**config.mk**
```make
export PLATFORM = sky130hd
export DESIGN_NAME = adcs_ctrl
export DESIGN_NICKNAME = d
export VERILOG_FILES = /design/src/common/adcs_pkg.sv /design/src/rtl/adcs_clkdiv.sv /design/src/rtl/adcs_ctrl.sv
export SDC_FILE = /design/constraint.sdc
export NUM_CORES = 1
export LEC_CHECK = 0
export BUFFER_PORTS_ARGS = -buffer_cell sky130_fd_sc_hd__buf_2
export CAP_MARGIN = 20
export CORE_ASPECT_RATIO = 0.8
export CORE_MARGIN = 3
export CORE_UTILIZATION = 45
export CTS_CLUSTER_DIAMETER = 200
export DETAILED_ROUTE_END_ITERATION = 12
export PLACE_DENSITY = 0.85
export SLEW_MARGIN = 15
export SYNTH_ARGS = -nofsm -noshare
export SYNTH_HDL_FRONTEND = slang
export SYNTH_SLANG_ARGS = --single-unit
export TNS_END_PERCENT = 20
```
**constraint.sdc**
```tcl
create_clock -name i_clk -period 2.9 [get_ports i_clk]
set_clock_uncertainty 0.2 [all_clocks]
set_input_delay 0.435 -clock i_clk [delete_from_list [all_inputs] [get_ports i_clk]]
set_output_delay 0.435 -clock i_clk [all_outputs]
set_load 0.02 [all_outputs]
```
**src/common/adcs_pkg.sv**
```systemverilog
// Shared constants and types of the converter sequencer control block.
// Assumes a 32-bit AHB-Lite register bus and one 100 MHz system clock.
package adcs_pkg;

  // Bus and data widths
  localparam int ADCS_ADDR_W = 8;
  localparam int ADCS_BUS_W  = 32;
  localparam int ADCS_RES_W  = 12;
  localparam int ADCS_PINS   = 8;

  // Register byte offsets
  localparam logic [7:0] ADCS_OFS_RES_LOW  = 8'h00;
  localparam logic [7:0] ADCS_OFS_RES_HIGH = 8'h04;
  localparam logic [7:0] ADCS_OFS_CTRL     = 8'h08;
  localparam logic [7:0] ADCS_OFS_CLKSEL   = 8'h0C;

  // Field positions of converter_control, clock select and result low
  localparam int ADCS_CTRL_START_BIT = 7;
  localparam int ADCS_CTRL_PEND_BIT  = 6;
  localparam int ADCS_CTRL_PIN_LSB   = 3;
  localparam int ADCS_CTRL_CHAN_LSB  = 0;
  localparam int ADCS_CLKSEL_LSB     = 0;
  localparam int ADCS_RES_LOW_LSB    = 4;

  // Values after reset
  localparam logic [2:0] ADCS_PIN_RST    = 3'h0;
  localparam logic [2:0] ADCS_CHAN_RST   = 3'h0;
  localparam logic [1:0] ADCS_CLKSEL_RST = 2'h0;
  localparam logic       ADCS_PEND_RST   = 1'b1;

  // Conversion clock division ratios
  localparam logic [3:0] ADCS_DIV_00 = 4'h4;
  localparam logic [3:0] ADCS_DIV_01 = 4'h6;
  localparam logic [3:0] ADCS_DIV_10 = 4'h8;
  localparam logic [3:0] ADCS_DIV_11 = 4'hC;

  // Conversion length in conversion clock periods
  localparam int ADCS_CONV_TAD_DEF = 16;

  // Word transfer size
  localparam logic [2:0] ADCS_HSIZE_WORD = 3'h2;

  typedef enum logic [2:0] {
    ADCS_IDLE = 3'b001,
    ADCS_HOLD = 3'b010,
    ADCS_CONV = 3'b100
  } adcs_state_t;

  typedef struct packed {
    logic       start;
    logic [2:0] pin_analog_config;
    logic [2:0] channel_select;
  } adcs_ctrl_t;

  typedef struct packed {
    logic [7:0] high;
    logic [7:0] low;
  } adcs_result_t;

endpackage

```
**src/rtl/adcs_clkdiv.sv**
```systemverilog
// Conversion clock divider: one tick per conversion clock period.
// Assumes i_run is held high for the whole conversion.
`timescale 1ns/10ps
`default_nettype none
module adcs_clkdiv
  import adcs_pkg::*;
(
  // Clock and reset
  input  wire logic       i_clk,
  input  wire logic       i_nrst,
  // Control
  input  wire logic       i_run,
  input  wire logic [1:0] i_div_sel,
  // Tick out
  output logic            o_tick
);

  logic [3:0] cnt;
  logic [3:0] next_cnt;
  logic [3:0] ratio;

  always_comb begin
    case (i_div_sel)
      2'h0:    ratio = ADCS_DIV_00;
      2'h1:    ratio = ADCS_DIV_01;
      2'h2:    ratio = ADCS_DIV_10;
      default: ratio = ADCS_DIV_11;
    endcase
  end

  // Counter restarts whenever the converter is not running
  assign o_tick = i_run && (cnt == ratio - 4'h1);

  always_comb begin
    if (!i_run || o_tick) begin
      next_cnt = 4'h0;
    end else begin
      next_cnt = cnt + 4'h1;
    end
  end

  always_ff @(posedge i_clk or negedge i_nrst) begin
    if (!i_nrst) begin
      cnt <= 4'h0;
    end else begin
      cnt <= next_cnt;
    end
  end

endmodule
`default_nettype wire

```
**src/rtl/adcs_ctrl.sv**
```systemverilog
// Sequencer control for an eight-input 12-bit converter, AHB-Lite slave.
// Assumes the analog circuit presents a settled result on i_adc_data
// when the conversion count ends, and an outside interrupt controller.
`timescale 1ns/10ps
`default_nettype none
// Function
// - Eight inputs, one converter, 12-bit result
// - Bits 11..4 high byte, 3..0 low nibble
// - Channel field routes input n
// - Config zero: all digital, converter off
// - Config code maps pins to analog
// - Full start pulse begins conversion
// - Start held high: reset, pending high
// - Pending cleared when conversion ends
// - Set request flag; interrupt only if enabled
// - Clock divided by 4, 6, 8, 12
// - Analog pins lose their pull-ups
// - Analog pins override port direction
// - Pin function changes by register writes
module adcs_ctrl
  import adcs_pkg::*;
#(
  parameter int CONV_TAD = ADCS_CONV_TAD_DEF
) (
  // Clock and reset
  input  wire logic                   i_clk,
  input  wire logic                   i_nrst,
  // AHB-Lite slave
  input  wire logic                   i_hsel,
  input  wire logic [ADCS_ADDR_W-1:0] i_haddr,
  input  wire logic [1:0]             i_htrans,
  input  wire logic                   i_hwrite,
  input  wire logic [2:0]             i_hsize,
  input  wire logic [ADCS_BUS_W-1:0]  i_hwdata,
  input  wire logic                   i_hready,
  output logic                        o_hreadyout,
  output logic                        o_hresp,
  output logic [ADCS_BUS_W-1:0]       o_hrdata,
  // Analog conversion circuit
  input  wire logic [ADCS_RES_W-1:0]  i_adc_data,
  output logic [2:0]                  o_chan_sel,
  output logic                        o_conv_reset,
  output logic                        o_conv_busy,
  output logic                        o_adc_power_down,
  // Shared port pins
  input  wire logic [ADCS_PINS-1:0]   i_pullup_cfg,
  input  wire logic [ADCS_PINS-1:0]   i_port_dir,
  output logic [ADCS_PINS-1:0]        o_analog_en,
  output logic [ADCS_PINS-1:0]        o_pullup_en,
  output logic [ADCS_PINS-1:0]        o_port_dir,
  // Interrupt controller
  input  wire logic                   i_irq_en,
  output logic                        o_irq_flag_set,
  output logic                        o_irq_req
);

  if (CONV_TAD < 1 || CONV_TAD > 255) begin : g_bad_tad
    $error("CONV_TAD must lie in 1..255");
  end

  localparam logic [7:0] TAD_LAST = 8'(CONV_TAD - 1);

  // Bus state
  logic                   rd_pend;
  logic                   wr_pend;
  logic [ADCS_ADDR_W-1:0] addr_q;
  logic [ADCS_BUS_W-1:0]  hrdata;
  logic                   next_rd_pend;
  logic                   next_wr_pend;
  logic [ADCS_ADDR_W-1:0] next_addr_q;
  logic [ADCS_BUS_W-1:0]  next_hrdata;
  logic                   accept;

  // Register state
  adcs_ctrl_t             ctrl;
  adcs_ctrl_t             next_ctrl;
  logic [1:0]             clksel;
  logic [1:0]             next_clksel;
  logic [ADCS_PINS-1:0]   analog;
  logic [ADCS_PINS-1:0]   next_analog;

  // Sequencer state
  adcs_state_t            state;
  adcs_state_t            next_state;
  logic                   pending;
  logic                   next_pending;
  logic [7:0]             tad_cnt;
  logic [7:0]             next_tad_cnt;
  adcs_result_t           result;
  adcs_result_t           next_result;
  logic                   irq_set;
  logic                   tick;
  logic                   done;

  // Bus handshake: writes take no wait, reads take one
  assign accept      = i_hsel && i_htrans[1] && i_hready;
  assign o_hreadyout = !rd_pend;
  assign o_hresp     = 1'b0;
  assign o_hrdata    = hrdata;

  always_comb begin
    next_rd_pend = accept && !i_hwrite;
    next_wr_pend = accept && i_hwrite && (i_hsize == ADCS_HSIZE_WORD);
    next_addr_q  = accept ? i_haddr : addr_q;
    next_hrdata  = hrdata;
    if (rd_pend) begin
      next_hrdata = 32'h0000_0000;
      if (addr_q == ADCS_OFS_RES_LOW) begin
        next_hrdata[7:0] = result.low;
      end else if (addr_q == ADCS_OFS_RES_HIGH) begin
        next_hrdata[7:0] = result.high;
      end else if (addr_q == ADCS_OFS_CTRL) begin
        next_hrdata[ADCS_CTRL_START_BIT] = ctrl.start;
        next_hrdata[ADCS_CTRL_PEND_BIT]  = pending;
        next_hrdata[ADCS_CTRL_PIN_LSB +: 3] = ctrl.pin_analog_config;
        next_hrdata[ADCS_CTRL_CHAN_LSB +: 3] = ctrl.channel_select;
      end else if (addr_q == ADCS_OFS_CLKSEL) begin
        next_hrdata[ADCS_CLKSEL_LSB +: 2] = clksel;
      end
    end
  end

  always_ff @(posedge i_clk or negedge i_nrst) begin
    if (!i_nrst) begin
      rd_pend <= 1'b0;
      wr_pend <= 1'b0;
      addr_q  <= '0;
      hrdata  <= 32'h0000_0000;
    end else begin
      rd_pend <= next_rd_pend;
      wr_pend <= next_wr_pend;
      addr_q  <= next_addr_q;
      hrdata  <= next_hrdata;
    end
  end

  // Register writes; result registers accept none
  always_comb begin
    next_ctrl   = ctrl;
    next_clksel = clksel;
    if (wr_pend) begin
      if (addr_q == ADCS_OFS_CTRL) begin
        next_ctrl.start = i_hwdata[ADCS_CTRL_START_BIT];
        next_ctrl.pin_analog_config = i_hwdata[ADCS_CTRL_PIN_LSB +: 3];
        next_ctrl.channel_select = i_hwdata[ADCS_CTRL_CHAN_LSB +: 3];
      end else if (addr_q == ADCS_OFS_CLKSEL) begin
        next_clksel = i_hwdata[ADCS_CLKSEL_LSB +: 2];
      end
    end
    // Pin map by configuration code
    case (next_ctrl.pin_analog_config)
      3'h0:    next_analog = 8'h00;
      3'h1:    next_analog = 8'h01;
      3'h2:    next_analog = 8'h03;
      3'h3:    next_analog = 8'h07;
      3'h4:    next_analog = 8'h0E;
      3'h5:    next_analog = 8'h3F;
      3'h6:    next_analog = 8'h3F;
      default: next_analog = 8'hFF;
    endcase
  end

  always_ff @(posedge i_clk or negedge i_nrst) begin
    if (!i_nrst) begin
      ctrl   <= '{1'b0, ADCS_PIN_RST, ADCS_CHAN_RST};
      clksel <= ADCS_CLKSEL_RST;
      analog <= 8'h00;
    end else begin
      ctrl   <= next_ctrl;
      clksel <= next_clksel;
      analog <= next_analog;
    end
  end

  // Pin and converter outputs
  assign o_chan_sel       = ctrl.channel_select;
  assign o_analog_en      = analog;
  assign o_adc_power_down = (analog == 8'h00);
  assign o_pullup_en      = i_pullup_cfg & ~analog;
  assign o_port_dir       = i_port_dir | analog;
  assign o_conv_reset     = (state == ADCS_HOLD);
  assign o_conv_busy      = (state == ADCS_CONV);
  assign o_irq_flag_set   = irq_set;
  assign o_irq_req        = irq_set && i_irq_en;

  adcs_clkdiv u_div (
    .i_clk     (i_clk),
    .i_nrst    (i_nrst),
    .i_run     (state == ADCS_CONV),
    .i_div_sel (clksel),
    .o_tick    (tick)
  );

  // Conversion ends after CONV_TAD periods; a new start cancels it
  assign done = (state == ADCS_CONV) && tick && !ctrl.start
                && (tad_cnt == TAD_LAST);

  always_comb begin
    next_state   = state;
    next_pending = pending;
    next_result  = result;
    next_tad_cnt = 8'h00;
    case (state)
      ADCS_IDLE: begin
        if (ctrl.start) begin
          next_state = ADCS_HOLD;
        end
      end
      ADCS_HOLD: begin
        if (!ctrl.start) begin
          next_state = ADCS_CONV;
        end
      end
      ADCS_CONV: begin
        if (ctrl.start) begin
          next_state = ADCS_HOLD;
        end else if (done) begin
          next_state = ADCS_IDLE;
        end else begin
          next_tad_cnt = tick ? tad_cnt + 8'h01 : tad_cnt;
        end
      end
      default: next_state = ADCS_IDLE;
    endcase
    if (next_state == ADCS_HOLD) begin
      next_pending = 1'b1;
    end else if (done) begin
      next_pending = 1'b0;
    end
    if (done) begin
      next_result.high = i_adc_data[11:4];
      next_result.low  = {i_adc_data[3:0], 4'h0};
    end
  end

  always_ff @(posedge i_clk or negedge i_nrst) begin
    if (!i_nrst) begin
      state   <= ADCS_IDLE;
      pending <= ADCS_PEND_RST;
      tad_cnt <= 8'h00;
      result  <= '{8'h00, 8'h00};
      irq_set <= 1'b0;
    end else begin
      state   <= next_state;
      pending <= next_pending;
      tad_cnt <= next_tad_cnt;
      result  <= next_result;
      irq_set <= done;
    end
  end
endmodule
`default_nettype wire

```
# [Word-level counts from Yosys, hierarchy flattened]
# Cells that the tools add are included.
[word_totals] word_cells=86 ff_bits=64 inputBits=79 output_inout_bits=66
[op_classes] muxes=21 add_sub_neg=3 reduce_logical=23 bitwise=4 eq_ne=19
[ops] cell="2-to-1 mux 8 bit" count=6
[ops] cell="case mux 8 bit (6 select lines)" count=1
[ops] cell="equality test 8 x 4 -> 1 bit (second input constant)" count=3
[ops] cell="2-to-1 mux 6 bit" count=3
[ops] cell="logical NOT 8 bit" count=2
[ops] cell="equality test 3 x 2 -> 1 bit (second input constant)" count=5
[ops] cell="equality test 3 bit (second input constant)" count=4
[ops] cell="2-to-1 mux 3 bit" count=4
[ops] cell="case mux 4 bit (3 select lines)" count=1
[ops] cell="logical AND 1 bit" count=10
[ops] cell="case mux 3 bit (3 select lines)" count=1
[ops] cell="adder 8 x 1 -> 8 bit (second input constant)" count=1
[ops] cell="AND 8 bit" count=1
[ops] cell="equality test 8 x 3 -> 1 bit (second input constant)" count=1
[ops] cell="NOT 8 bit" count=1
[ops] cell="OR 8 bit" count=1
[ops] cell="equality test 3 x 1 -> 1 bit (second input constant)" count=2
[ops] cell="adder 4 x 1 -> 4 bit (second input constant)" count=1
[ops] cell="equality test 4 bit" count=1
[ops] cell="logical NOT 1 bit" count=4
[ops] cell="2-to-1 mux 2 bit" count=2
[ops] cell="2-to-1 mux 4 bit" count=1
[ops] cell="inequality test 4 bit (second input constant)" count=1
[ops] cell="subtractor 4 x 1 -> 4 bit (second input constant)" count=1
[ops] cell="other kinds (11)" count=12

# [Longest topological paths before layout]
[logic_depth] depth_word=13 depth_mapped=7 mapped_depth_nobuf=6

# [Hierarchy]
# A second synthesis with hierarchy kept.
[unflattened] hier_cells=272 area_unflattened_um2=3144.3
[modules_own_cells] module="adcs_ctrl" area_each_um2=2917.8 n_inst=1 cells_per_inst=251
[modules_own_cells] module="adcs_clkdiv" area_each_um2=226.5 n_inst=1 cells_per_inst=21

# [Worst setup path before layout]
# OpenSTA, ideal clock, no wires.
[synth_timing] path_type="register -> register" startpoint="register clksel[0]" endpoint="register result[10] (netlist name)" t_required_ns=2.575 t_arrival_ns=2.011 path_stages_with_launch=7 slack_ns=0.564 cell_sequence="dfrtp_1 > ha_1 > xor2_1 > nand4_1 > nor4_4 > buf_8 > mux2_4"
[synth_via] elab_chain_cells=8 elab_cells_between_ends=10 classes_between="1 x add/sub; 3 x eq/ne; 1 x mux; 5 x reduce/logical"
[synth_lines] item="start, declared" line="adcs_ctrl.sv:77" source="logic [1:0] clksel;"
[synth_lines] item="start signal, assigned" line="adcs_ctrl.sv:170" source="clksel <= next_clksel;"
[synth_lines] item="equality test 2 bit, or another cell as far along" line="adcs_clkdiv.sv:23" source="case (i_div_sel)"
[synth_lines] item="case mux 4 bit (3 select lines) (*)" line="adcs_clkdiv.sv:23"
[synth_lines] item="subtractor 4 x 1 -> 4 bit (*)" line="adcs_clkdiv.sv:32" source="assign o_tick = i_run && (cnt == ratio - 4'h1);"
[synth_lines] item="equality test 4 bit (*)" line="adcs_clkdiv.sv:32"
[synth_lines] item="logical AND 1 bit (*)" line="adcs_clkdiv.sv:32"
[synth_lines] item="logical AND 1 bit (*) (2 in a row)" line="adcs_ctrl.sv:195" source="assign done = (state == ADCS_CONV) && tick && !ctrl.start"
[synth_lines] item="logical AND 1 bit (*)" line="adcs_ctrl.sv:196" source="&& (tad_cnt == TAD_LAST);"
[synth_lines] item="named net done" line="adcs_ctrl.sv:93" source="logic done;"
[synth_lines] item="end signal, assigned" line="adcs_ctrl.sv:241" source="result <= '{8'h00, 8'h00};"
[synth_lines] item="end signal, assigned" line="adcs_ctrl.sv:247" source="result <= next_result;"
[synth_lines] item="end, declared" line="adcs_ctrl.sv:89" source="adcs_result_t result;"
# Mark *: on every way through the listed nets, which the timed path passes. The rest lies on a longest branch.
# A chain may end at the register's enable or synchronous reset.

# [Worst setup path after layout]
[layout_timing] startpoint="register clksel[1]" endpoint="register result[6] (netlist name)"
[layout_via] elab_chain_cells=8 elab_cells_between_ends=10 classes_between="1 x add/sub; 3 x eq/ne; 1 x mux; 5 x reduce/logical"
[layout_lines] item="equality test 2 bit, or another cell as far along" line="adcs_clkdiv.sv:23"
[layout_lines] item="case mux 4 bit (3 select lines) (*)" line="adcs_clkdiv.sv:23"
[layout_lines] item="subtractor 4 x 1 -> 4 bit (*)" line="adcs_clkdiv.sv:32"
[layout_lines] item="equality test 4 bit (*)" line="adcs_clkdiv.sv:32"
[layout_lines] item="logical AND 1 bit (*)" line="adcs_clkdiv.sv:32"
[layout_lines] item="logical AND 1 bit (*) (2 in a row)" line="adcs_ctrl.sv:195"
[layout_lines] item="logical AND 1 bit (*)" line="adcs_ctrl.sv:196"
# Mark *: on every way between the ends. The rest lies on a longest branch, timed or not.

==> impl_table.tex <==
\begin{tabular}{lr}
\hline
Metric & Value \\
\hline
\multicolumn{2}{l}{\textbf{Power}} \\
IR Drop Worst-Case VDD & 270 µV \\
Ratio of total power to cell area & 504 nW/µm² \\
Cell leakage power & 1.94 nW \\
\multicolumn{2}{l}{\textbf{Critical path}} \\
Data arrival, critical path & 2560 ps \\
Cell-by-cell trace of the critical path & inv\_1, ha\_1, xor2\_1, nand4\_1, nor4\_4, buf\_4, mux2\_2 \\
R2R Setup Slk & 360 ps \\
Crit end category & register \\
Maximum net fanout on the critical path & 7 \\
Max stage delay cell, worst path & dfrtp\_1 \\
Highest cell delay on the worst timing path & 390 ps \\
CP Class & register to register \\
Startpoint kind of the worst setup timing path & register \\
CP Data Required Time & 2920 ps \\
\multicolumn{2}{l}{\textbf{Detailed routing}} \\
Wire length on met3 & 615 µm \\
Post-DR vias/cell & 5.15 \\
Number of nets with antenna violations after detailed routing & 0 \\
Metal2 WL & 3320 µm \\
WL/cell & 14.6 µm \\
Highest metal layer with signal wires & met4 \\
Routed length on met1 & 2750 µm \\
First-pass DRT Iterations & 4 \\
Post-detailed-route DRC marker count & 0 \\
Final wirelength & 6770 µm \\
Initial detailed-routing violation count & 71 \\
Routed vias & 2,395 \\
\multicolumn{2}{l}{\textbf{Clock tree}} \\
H-Tree Level Count & 3 \\
TritonCTS clock tree & done \\
Clock transition at the register clock pins on the worst setup and hold paths after CTS & 70 ps \\
Clock sinks & 62 \\
Skew-Pair Late Insertion Delay & 340 ps \\
Clock root cell & clkbuf\_8 \\
Number of setup buffers added after CTS & 0 \\
Clock buffers created by TritonCTS & 9 \\
Clock tree buffer depth & 2 \\
\multicolumn{2}{l}{\textbf{Floorplan}} \\
Die Y & 80.9 µm \\
Standard cell core area & 6600 µm² \\
Num rows & 26 \\
Die area & 8070 µm² \\
Horizontal extent of the die & 99.7 µm \\
Boundary pin count & 145 \\
Initial core utilization & 47.8\% \\
\multicolumn{2}{l}{\textbf{Placed design}} \\
Placed cell areas & 3610 µm² \\
Port Buffer Count & 93 \\
Final HPWL from detailed placement & 5300 µm \\
Gpl congestion & 0.778 \\
\multicolumn{2}{l}{\textbf{Worst hold path}} \\
Worst min-delay path category & input port to register \\
\multicolumn{2}{l}{\textbf{Logic synthesis}} \\
Fraction of synthesized area in multiplexers & 13.3\% \\
Register area share after synthesis & 49.2\% \\
Area share of the leading cell type in the synthesized netlist & 47.5\% \\
Most used flip-flop cell after synthesis & dfrtp\_1 \\
Post-synth top area cell & dfrtp\_1 \\
Top area cells in the synthesized netlist & dfrtp\_1 48\%, mux2\_2 8.2\%, buf\_4 7.1\%, mux2\_4 3.8\%, a21oi\_1 2.4\% \\
Area of the mapped netlist & 3160 µm² \\
Number of flops mapped to enable cells by yosys & 0 \\
Area share of and/or/nand/nor cells after synthesis & 15.2\% \\
Synthesis warning total & 0 \\
XOR/XNOR share of the synthesized area & 1.94\% \\
Post-synthesis sequential element count & 62 \\
Combinational family with the most area after synthesis & simple AND/OR/NAND/NOR gates \\
Count of different cell masters after synthesis & 48 \\
Adder and majority cell fraction of the synthesized area & 1.58\% \\
Avg Cell Area, Syn & 11.4 µm² \\
Synthesized instance count & 277 \\
Compound-Gate Fraction of Synth Area & 9.11\% \\
Share of synthesized registers carrying an async set or reset & 100\% \\
\multicolumn{2}{l}{\textbf{Finish}} \\
Nets & 460 \\
Growth of design area from synthesis to finish & 20.0\% \\
Most used cells in the layout excluding fill and tap cells & 93 x buf\_2, 60 x dfrtp\_1, 25 x conb\_1 \\
Most frequent standard cell in the layout excluding fill and tap cells & buf\_2 \\
Count of filler cells inserted in the layout & 583 \\
Ant. Diodes & 0 \\
Share of cells above drive strength 1 & 42.8\% \\
Final instance area & 3790 µm² \\
\multicolumn{2}{l}{\textbf{Global route}} \\
GR Overflow Total & 0 \\
Wire length of the first global-routing pass & 10,800 µm \\
Pin count of the biggest net entering global routing & 31 \\
Number of antenna violations at the first check in global routing & 0 \\
Number of global-route vias before repair & 2,242 \\
Global-route total usage across every layer & 17.5\% \\
\multicolumn{2}{l}{\textbf{STA}} \\
Setup violators final & 0 \\
Relative slew slack & 43.9\% \\
Fin. Hold Viols & 0 \\
Setup repair after global routing missed its margin & no \\
Maximum achievable frequency & 394 MHz \\
Period Utilization, post-route & 87.6\% \\
Setup TNS & 0 ps \\
Period minus WS final & 2540 ps \\
Pins over their slew limit & 0 \\
Transition time at the pin with the least slew margin & 830 ps \\
\multicolumn{2}{l}{\textbf{Job}} \\
Maximum Capacitance Violations & 0 \\
\multicolumn{2}{l}{\textbf{Outcome}} \\
Status & completed \\
\hline
\end{tabular}
-- area by class of cell --
cell class	instances	area (µm²)	area share, %
Sequential cell	62	1550	41.0
Multi-Input combinational cell	193	1390	36.7
Timing Repair Buffer	101	528	13.9
Clock buffer	11	151	3.99
Tap cell	84	105	2.77
Inverter	10	37.5	0.990
Clock inverter	4	22.5	0.594
-- state kept, by name, summed over array words and instances, names as in the netlist --
name and cells:
pending 1, result 12, o_analog_en 6, u_div.cnt 4
wr_pend 1, tad_cnt 8, addr_q 8, state 3
clksel 2, o_irq_flag_set 1, o_hrdata 8, ctrl 4
o_chan_sel 3, rd_pend 1
-- where the power goes --
part           internal [W]  total, W  switching [W]
clock              0.000347  0.000671       0.000324
sequential         0.000911  0.000956      0.0000457
combinational      0.000122  0.000283       0.000161
total               0.00138   0.00191       0.000531
-- what timing repair did --
item                                   in CTS  in global routing
gates resized for setup                     0                  0
endpoints found under the hold margin      14                  0
hold buffers                                1                  0
-- stage by stage --
step / power (W) / utilization (%) / cells / hold slack (ps) / worst slack, ps
floorplan: 0.00117 / - / 301 / -60.6 / 564
global placement: 0.00124 / 54.6 / 449 / 155 / 406
detailed placement: 0.00126 / 54.6 / 449 / 157 / 371
CTS: 0.00193 / 57.4 / 465 / 53.8 / 363
global route: 0.00200 / 57.4 / 465 / 59.5 / 268
finish: 0.00191 / 57.4 / 465 / 71.3 / 360
-- synthesized netlist by cell type, drive strengths merged, types with 2 or more instances --
master   instances
clkbuf           4
o31ai            2
nor2            14
or4              5
nor4             2
a21oi           15
o21ai           11
or3              4
xor2             4
xnor2            3
nor2b           10
or2              9
dfstp            2
nand3            6
nand2            7
inv             10
a22oi            2
a22o             2
and2             2
mux2i            4
o2bb2ai          6
nand4            5
mux2            31
dfrtp           60
buf             32
nor3             4
ha               4
-- path summary, 6_finish.rpt --
| path | start | to | cells after the start |
|---|---|---|---|
| worst max-delay path | clksel[1]$_DFFE_PN0P_ | result[6]$_DFFE_PN0P_ | 7 |
| worst min-delay path | i_hwrite | rd_pend$_DFF_PN0_ | 2 |
| worst max register to register | clksel[1]$_DFFE_PN0P_ | result[6]$_DFFE_PN0P_ | 7 |
| worst min register to register | pending$_DFFE_PN1P_ | pending$_DFFE_PN1P_ | 2 |
| max in group asynchronous | i_nrst | o_analog_en[1]$_DFF_PN0_ | 3 |
| min in group asynchronous | i_nrst | wr_pend$_DFF_PN0_ | 2 |
-- logic make-up (layout without fill, tap and decap cells) --
logic type      after synthesis  count (layout)
compound gates               45              45
xor+xnor                      7               7
fa+ha+maj                     4               4
buf+inv                      46             126
flops                        62              62
mux                          35              35
other cells                   1              25
simple gates                 77              77
-- per-layer routing --
metal	GRT usage [%]	vias up
met5	0	-
met4	7.64	0
met3	4.72	9
met2	29.1	118
met1	21.5	1142
li1	-	1126
-- critical path, delay by kind of cell, from the launching register on --
kind / cells / cell delay [ps]
DFF: 1 / 390
and+or+nand+nor: 2 / 620
xor gates and xnor gates: 1 / 280
adders and majority gates: 1 / 290
muxes: 1 / 340
buffers and inverters: 2 / 310
No activity file was read; power rests on OpenSTA's default activity.
